### src/inc/cbt_defs.svh
// constants for the can bit timing and resynchronisation block
`ifndef CBT_DEFS_SVH
`define CBT_DEFS_SVH
`define CBT_REG_ADDR 4'ha
`define CBT_REG_W 12
`define CBT_REG_RESET 12'h000
`define CBT_PS2_MSB 11
`define CBT_PS2_LSB 8
`define CBT_PS1_MSB 7
`define CBT_PS1_LSB 4
`define CBT_EJ_MSB 3
`define CBT_EJ_LSB 0
`define CBT_TQ_NS 1000
`define CBT_CLK_NS 10
`define CBT_TQ_CYC ((`CBT_TQ_NS + `CBT_CLK_NS - 1) / `CBT_CLK_NS)
`define CBT_SYNC_TQ 5'h01
`define CBT_IDLE_BITS 4'hb
`endif

### src/inc/cbt_pkg.sv
// types for the can bit timing and resynchronisation block
package cbt_pkg;
  typedef enum logic [1:0] {
    CBT_IDLE = 2'b00,
    CBT_SYNC = 2'b01,
    CBT_SEG1 = 2'b10,
    CBT_SEG2 = 2'b11
  } cbt_seg_e;
endpackage

### src/hw/cbt_bit_timing.sv
// bit timing, resynchronisation and sample logic for the can receive line
`timescale 1ns/1ps
`default_nettype none
`include "cbt_defs.svh"
module cbt_bit_timing #(
  parameter int unsigned TQ_DIV = `CBT_TQ_CYC
) (
  input wire logic i_clk,
  input wire logic i_srst,
  input wire logic i_wr_en,
  input wire logic [3:0] i_wr_addr,
  input wire logic [`CBT_REG_W-1:0] i_wr_data,
  input wire logic i_rx,
  output logic [`CBT_REG_W-1:0] o_bit_timing_control,
  output logic o_bit_valid,
  output logic o_bit_value,
  output logic o_in_frame
);
  // ==========================================================
  // configuration register
  logic [`CBT_REG_W-1:0] cfg_ff;
  logic [`CBT_REG_W-1:0] nxt_cfg;
  logic [3:0] phase_seg_two_len;
  logic [3:0] phase_seg_one_len;
  logic [3:0] edge_jump_extra;

  always_comb begin
    nxt_cfg = cfg_ff;
    if (i_wr_en && i_wr_addr == `CBT_REG_ADDR) begin
      nxt_cfg = i_wr_data;
    end
  end

  always_ff @(posedge i_clk) begin
    if (i_srst) begin
      cfg_ff <= `CBT_REG_RESET;
    end else begin
      cfg_ff <= nxt_cfg;
    end
  end

  assign phase_seg_two_len = cfg_ff[`CBT_PS2_MSB:`CBT_PS2_LSB];
  assign phase_seg_one_len = cfg_ff[`CBT_PS1_MSB:`CBT_PS1_LSB];
  assign edge_jump_extra = cfg_ff[`CBT_EJ_MSB:`CBT_EJ_LSB];
  assign o_bit_timing_control = cfg_ff;

  // ==========================================================
  // quantum enable
  logic tq;
  logic restart;

  cbt_quantum_gen #(
    .DIV(TQ_DIV)
  ) cbt_quantum_gen_inst (
    .i_clk(i_clk),
    .i_srst(i_srst),
    .i_restart(restart),
    .o_tq(tq)
  );

  // ==========================================================
  // bit segment sequencer
  cbt_pkg::cbt_seg_e seg_ff;
  cbt_pkg::cbt_seg_e nxt_seg;
  logic [5:0] cnt_ff;
  logic [5:0] nxt_cnt;
  logic [5:0] len_ff;
  logic [5:0] nxt_len;
  logic rx_ff;
  logic nxt_rx;
  logic [3:0] idle_ff;
  logic [3:0] nxt_idle;
  logic bitv_ff;
  logic nxt_bitv;
  logic bitval_ff;
  logic nxt_bitval;
  logic edge_det;
  logic fall;
  logic [5:0] sjw;
  logic [5:0] seg1_nom;
  logic [5:0] seg1_rest;
  logic [5:0] seg2_nom;
  logic [5:0] elapsed;

  assign edge_det = (i_rx != rx_ff);
  assign fall = rx_ff & ~i_rx;
  assign sjw = fall ? (6'h01 + {2'h0, edge_jump_extra}) : 6'h01;
  assign seg1_nom = 6'h01 + {2'h0, phase_seg_one_len};
  // sync quantum is the leading quantum of seg1, so only the rest is counted after it
  assign seg1_rest = {2'h0, phase_seg_one_len};
  assign seg2_nom = {2'h0, phase_seg_two_len};
  assign elapsed = cnt_ff;
  assign restart = (seg_ff == cbt_pkg::CBT_IDLE) && fall;

  always_comb begin
    nxt_seg = seg_ff;
    nxt_cnt = cnt_ff;
    nxt_len = len_ff;
    nxt_rx = i_rx;
    nxt_idle = idle_ff;
    nxt_bitv = 1'b0;
    nxt_bitval = bitval_ff;
    case (seg_ff)
      cbt_pkg::CBT_IDLE: begin
        if (fall) begin
          nxt_seg = cbt_pkg::CBT_SYNC;
          nxt_cnt = 6'h00;
          nxt_idle = 4'h0;
        end
      end
      cbt_pkg::CBT_SYNC: begin
        if (tq) begin
          nxt_seg = cbt_pkg::CBT_SEG1;
          nxt_cnt = 6'h00;
          nxt_len = seg1_rest;
        end
      end
      cbt_pkg::CBT_SEG1: begin
        if (edge_det) begin
          // late edge: stretch seg1 by up to the jump width
          nxt_len = len_ff + ((elapsed < sjw) ? elapsed : sjw);
        end
        if (tq || len_ff == 6'h00) begin
          if (cnt_ff + 6'h01 >= nxt_len) begin
            nxt_bitv = 1'b1;
            nxt_bitval = i_rx;
            nxt_cnt = 6'h00;
            nxt_len = seg2_nom;
            nxt_seg = cbt_pkg::CBT_SEG2;
            if (i_rx) begin
              nxt_idle = (idle_ff == `CBT_IDLE_BITS) ? idle_ff : idle_ff + 4'h1;
            end else begin
              nxt_idle = 4'h0;
            end
          end else begin
            nxt_cnt = cnt_ff + 6'h01;
          end
        end
      end
      cbt_pkg::CBT_SEG2: begin
        if (edge_det) begin
          // early edge: cut seg2 short by the jump width, or start the next bit now if no more than that is left
          if (len_ff - cnt_ff <= sjw) begin
            nxt_seg = cbt_pkg::CBT_SEG1;
            nxt_cnt = 6'h00;
            nxt_len = seg1_nom;
          end else begin
            nxt_len = len_ff - sjw;
          end
        end else if (tq || len_ff == 6'h00) begin
          if (cnt_ff + 6'h01 >= len_ff) begin
            nxt_seg = (idle_ff == `CBT_IDLE_BITS) ? cbt_pkg::CBT_IDLE : cbt_pkg::CBT_SYNC;
            nxt_cnt = 6'h00;
          end else begin
            nxt_cnt = cnt_ff + 6'h01;
          end
        end
      end
      default: begin
        nxt_seg = cbt_pkg::CBT_IDLE;
      end
    endcase
  end

  always_ff @(posedge i_clk) begin
    if (i_srst) begin
      seg_ff <= cbt_pkg::CBT_IDLE;
      cnt_ff <= 6'h00;
      len_ff <= 6'h00;
      rx_ff <= 1'b1;
      idle_ff <= 4'h0;
      bitv_ff <= 1'b0;
      bitval_ff <= 1'b1;
    end else begin
      seg_ff <= nxt_seg;
      cnt_ff <= nxt_cnt;
      len_ff <= nxt_len;
      rx_ff <= nxt_rx;
      idle_ff <= nxt_idle;
      bitv_ff <= nxt_bitv;
      bitval_ff <= nxt_bitval;
    end
  end

  assign o_bit_valid = bitv_ff;
  assign o_bit_value = bitval_ff;
  assign o_in_frame = (seg_ff != cbt_pkg::CBT_IDLE);
endmodule
`default_nettype wire

### src/hw/cbt_quantum_gen.sv
// time quantum enable divider driven by the trimmed oscillator clock
`timescale 1ns/1ps
`default_nettype none
`include "cbt_defs.svh"
module cbt_quantum_gen #(
  parameter int unsigned DIV = `CBT_TQ_CYC
) (
  input wire logic i_clk,
  input wire logic i_srst,
  input wire logic i_restart,
  output logic o_tq
);
  localparam int unsigned CW = $clog2(DIV + 1);
  localparam logic [CW-1:0] LAST = CW'(DIV - 1);
  logic [CW-1:0] cnt_ff;
  logic [CW-1:0] nxt_cnt;
  logic tq_ff;
  logic nxt_tq;

  always_comb begin
    nxt_tq = 1'b0;
    nxt_cnt = cnt_ff + CW'(1);
    if (i_restart) begin
      nxt_cnt = '0;
    end else if (cnt_ff == LAST) begin
      nxt_cnt = '0;
      nxt_tq = 1'b1;
    end
  end

  always_ff @(posedge i_clk) begin
    if (i_srst) begin
      cnt_ff <= '0;
      tq_ff <= 1'b0;
    end else begin
      cnt_ff <= nxt_cnt;
      tq_ff <= nxt_tq;
    end
  end

  assign o_tq = tq_ff;
endmodule
`default_nettype wire

### config.mk
export PLATFORM = sky130hd
export DESIGN_NAME = cbt_bit_timing
export DESIGN_NICKNAME = d
export VERILOG_FILES = /design/src/inc/cbt_pkg.sv /design/src/hw/cbt_bit_timing.sv /design/src/hw/cbt_quantum_gen.sv
export VERILOG_INCLUDE_DIRS = /design/src /design/src/inc
export SDC_FILE = /design/constraint.sdc
export NUM_CORES = 1
export LEC_CHECK = 0
export ABC_AREA = 1
export BUFFER_PORTS_ARGS = -buffer_cell sky130_fd_sc_hd__buf_2
export CORE_MARGIN = 5
export CORE_UTILIZATION = 40
export CTS_CLUSTER_SIZE = 25
export DETAILED_ROUTE_END_ITERATION = 8
export GPL_TIMING_DRIVEN = 0
export PLACE_DENSITY_LB_ADDON = 0.08
export REMOVE_ABC_BUFFERS = 1
export SETUP_SLACK_MARGIN = 0.02
export SLEW_MARGIN = 20
export SYNTH_ARGS = -nofsm -noshare
export SYNTH_HDL_FRONTEND = slang
export SYNTH_HIERARCHICAL = 1
export SYNTH_SLANG_ARGS = --single-unit
### constraint.sdc
create_clock -name i_clk -period 10.51 [get_ports i_clk]
set_input_delay 1.051 -clock i_clk [delete_from_list [all_inputs] [get_ports i_clk]]
set_output_delay 1.051 -clock i_clk [all_outputs]
set_load 0.02 [all_outputs]
==> flow_summary_export.csv <==
group,metric,value,unit
status,outcome,"completed",
grt,grt_pass1_vias,3270,
layout,instances_no_fill,677,
yosys,synth_cell_types,39,
grt,antenna_found_initial,0,
grt,overflow,0,
sta,max_freq,173,MHz
yosys,synthAdderAreaFrac,16.5,%
yosys,yosys_warnings,6,
run,cap_violations,0,
die,fp.dieW,104,µm
layout,area_growth,10.5,%
place,hpwl,7.31,mm
grt,grt_use_total,16.7,%
yosys,synth_compound_area_share,12.8,%
detailed_routing,vias,3364,
detailed_routing,first_pass_iters,5,
worst_setup_path,slowest_stage,"fa_1",
yosys,synth_xor_area_share,4.19,%
detailed_routing,via_per_inst,4.97,
place,io_buffers,34,
sta,fin_skew,0.0164,ns
cts,cts-root-buf,"clkbuf_8",
layout,final_nets,633,
layout,fillCellCount,972,
layout,antenna-diode-count,0,
layout,multi_input_area,0.00235,mm²
worst_setup_path,crit_path_start_kind,"input port",
grt,grt_max_degree,26,
worst_setup_path,cp.arrival,6.01,ns
worst_setup_path,cpMostUsedCell,"nand2_1",
sta,worst_pin_slew,0.779,ns
layout,post-route-util,45.2,%
yosys,synth_top_family_by_area,"simple AND/OR/NAND/NOR gates",
cts,clk_latency,0.31,ns
cts,clkSinkCount,41,
die,die_area,0.0109,mm²
detailed_routing,drc_errors,0,
cts,clockBufferDepth,2,
worst_setup_path,setup.worst_path.class,"in2reg",
sta,setup_viol,0,
die,io_pins,35,
cts,ctsResizeCount,0,
hold_path,hp-class,"reg2reg",
cts,cts_buffers,5,
cts,cts_tree,"yes",
die,start_util,40.9,%
yosys,ys_ff_latch,41,
die,num_rows,34,
die,fp.coreArea,0.00868,mm²
sta,grt_setup_unrepaired,"false",
sta,slew_headroom,48.0,%
yosys,syn-cell-area,0.00355,mm²
detailed_routing,postRouteAntennaNets,0,
detailed_routing,wirelength,9.00,mm
place,dpl.cell_count,669,
cts,clk_pin_slew,0.08,ns
yosys,syn_inst,535,
worst_setup_path,critical_path_required,10.75,ns
worst_setup_path,critPathMaxFanout,10,
yosys,ys_seq_area_share,23.1,%
sta,timing.setup.tns,0,ns
sta,whs,0.472,ns
worst_setup_path,cp-end-kind,"register",
layout,final-seq-area,821,µm²
cts,cts_max_level,2,
sta,fin_crit,5.76,ns
place,place.gp.congestion,0.825,
yosys,synthSimpleGateAreaFrac,32.7,%
detailed_routing,detailedRoute.firstIterationViolations,99,
worst_setup_path,critPathMaxStageDelay,0.42,ns
die,die_y,104,µm
yosys,synth_mux_area_share,0,%
cts,cts_hold_buf,0,
sta,finalHoldViolCount,0,
grt,grt_pass1_wl,15.2,mm
sta,finalMaxSlewViolations,0,
yosys,avgSynthCellArea,6.64,µm²
cts,cts_setup_buffers,0,
layout,layout-drive-gt1-share,13.0,%
sta,fin_crit_sh,54.8,%
detailed_routing,wl_per_cell,13.3,µm
[sequential cells by signal, indices dropped and copies added (netlist names)]
name	cells
o_bit_timing_control	12
cbt_quantum_gen_inst/cnt_ff	7
cnt_ff	6
len_ff	6
idle_ff	4
seg_ff	2
cbt_quantum_gen_inst/o_tq	1
o_bit_valid	1
o_bit_value	1
rx_ff	1
[cell usage in the layout, fill, tap and decap left out, types with 4 or more instances in the layout]
cell type	instances
nand2_1	106
xor2_1	10
o21ai_0	27
a21oi_1	38
nand3_2	6
inv_1	84
xnor2_1	7
nand3_1	38
buf_2	34
clkbuf_8	5
dfxtp_1	41
nand4_1	11
nand2_2	9
ha_1	42
inv_2	4
o21ai_1	5
nor2_1	66
[synth_stat cells]
cell | count | area, µm²
a21boi_0 | 1 | 7.51
a21o_1 | 1 | 7.51
a21oi_1 | 38 | 190
a21oi_2 | 2 | 17.5
a31oi_1 | 2 | 12.5
and3_1 | 2 | 12.5
buf_1 | 1 | 3.75
buf_2 | 1 | 5.00
buf_6 | 2 | 22.5
clkbuf_1 | 4 | 15.0
clkinv_2 | 1 | 5.00
dfxtp_1 | 41 | 821
fa_1 | 3 | 60.1
ha_1 | 42 | 526
inv_1 | 84 | 315
inv_2 | 4 | 15.0
nand2_1 | 106 | 398
nand2_2 | 9 | 56.3
nand2_4 | 3 | 33.8
nand2_8 | 1 | 20.0
nand3_1 | 38 | 190
nand3_2 | 6 | 60.1
nand3b_1 | 1 | 7.51
nand4_1 | 11 | 68.8
nor2_1 | 66 | 248
nor2_2 | 2 | 12.5
nor2_4 | 1 | 11.3
nor3_1 | 2 | 10.0
nor3_2 | 2 | 20.0
o211ai_1 | 2 | 15.0
o21a_1 | 1 | 7.51
o21ai_0 | 27 | 135
o21ai_1 | 5 | 25.0
o21bai_1 | 3 | 22.5
o221ai_2 | 1 | 15.0
or2_0 | 1 | 6.26
or2_1 | 1 | 6.26
xnor2_1 | 7 | 61.3
xor2_1 | 10 | 87.6
[cell type report]
class	count	area share (%)
Clock buffer	5	1.75
Clock inverter	3	1.12
Inverter	89	8.54
Multi-Input combinational cell	397	59.9
Sequential cell	41	20.9
Tap cell	108	3.44
Timing Repair Buffer	34	4.34
[metal layers]
metal / GRT usage (%) / wire length, µm / vias to the layer above
met3: 1.99 / 480 / 12
met2: 28.3 / 4130 / 86
met5: 0 / 0 / -
met1: 22.5 / 4290 / 1475
met4: 4.35 / 101 / 0
li1: - / - / 1791
[critical path, delay by kind of cell]
kind	cells	cell delay, ns
buffers and inverters	7	0.70
AO/OA/AOI/OAI	5	1.00
adder cells (fa/ha/maj)	5	1.54
AND/OR/NAND/NOR	13	1.70
[metrics by stage]
step / area, µm² / worst slack [ns]
2_1_floorplan: 3510 / 5.63
3_3_place_gp: 3810 / 4.43
3_5_place_dp: 3810 / 4.39
4_1_cts: 3930 / 4.68
5_1_grt: 3930 / 4.13
6_report: 3930 / 4.75
[worst paths after layout]
check                                             from                                         to  slack (ns)  cells after the start
min          cbt_quantum_gen_inst/cnt_ff[0]$_SDFF_PP0_  cbt_quantum_gen_inst/cnt_ff[0]$_SDFF_PP0_        0.47                      1
max reg2reg                           rx_ff$_SDFF_PP1_                     len_ff[0]$_SDFFE_PP0P_        5.40                     28
min reg2reg  cbt_quantum_gen_inst/cnt_ff[0]$_SDFF_PP0_  cbt_quantum_gen_inst/cnt_ff[0]$_SDFF_PP0_        0.47                      1
max                                               i_rx                     len_ff[0]$_SDFFE_PP0P_        4.75                     30
[kinds of logic after synthesis]
kind of cell	after synthesis
flops	41
compound gates	83
buf+inv	97
xor+xnor	17
fa+ha+maj	45
simple gates	252
Power is left out: the tool's default activity adds up to more than one toggle a clock period on the data nets, which glitch-free logic cannot reach.
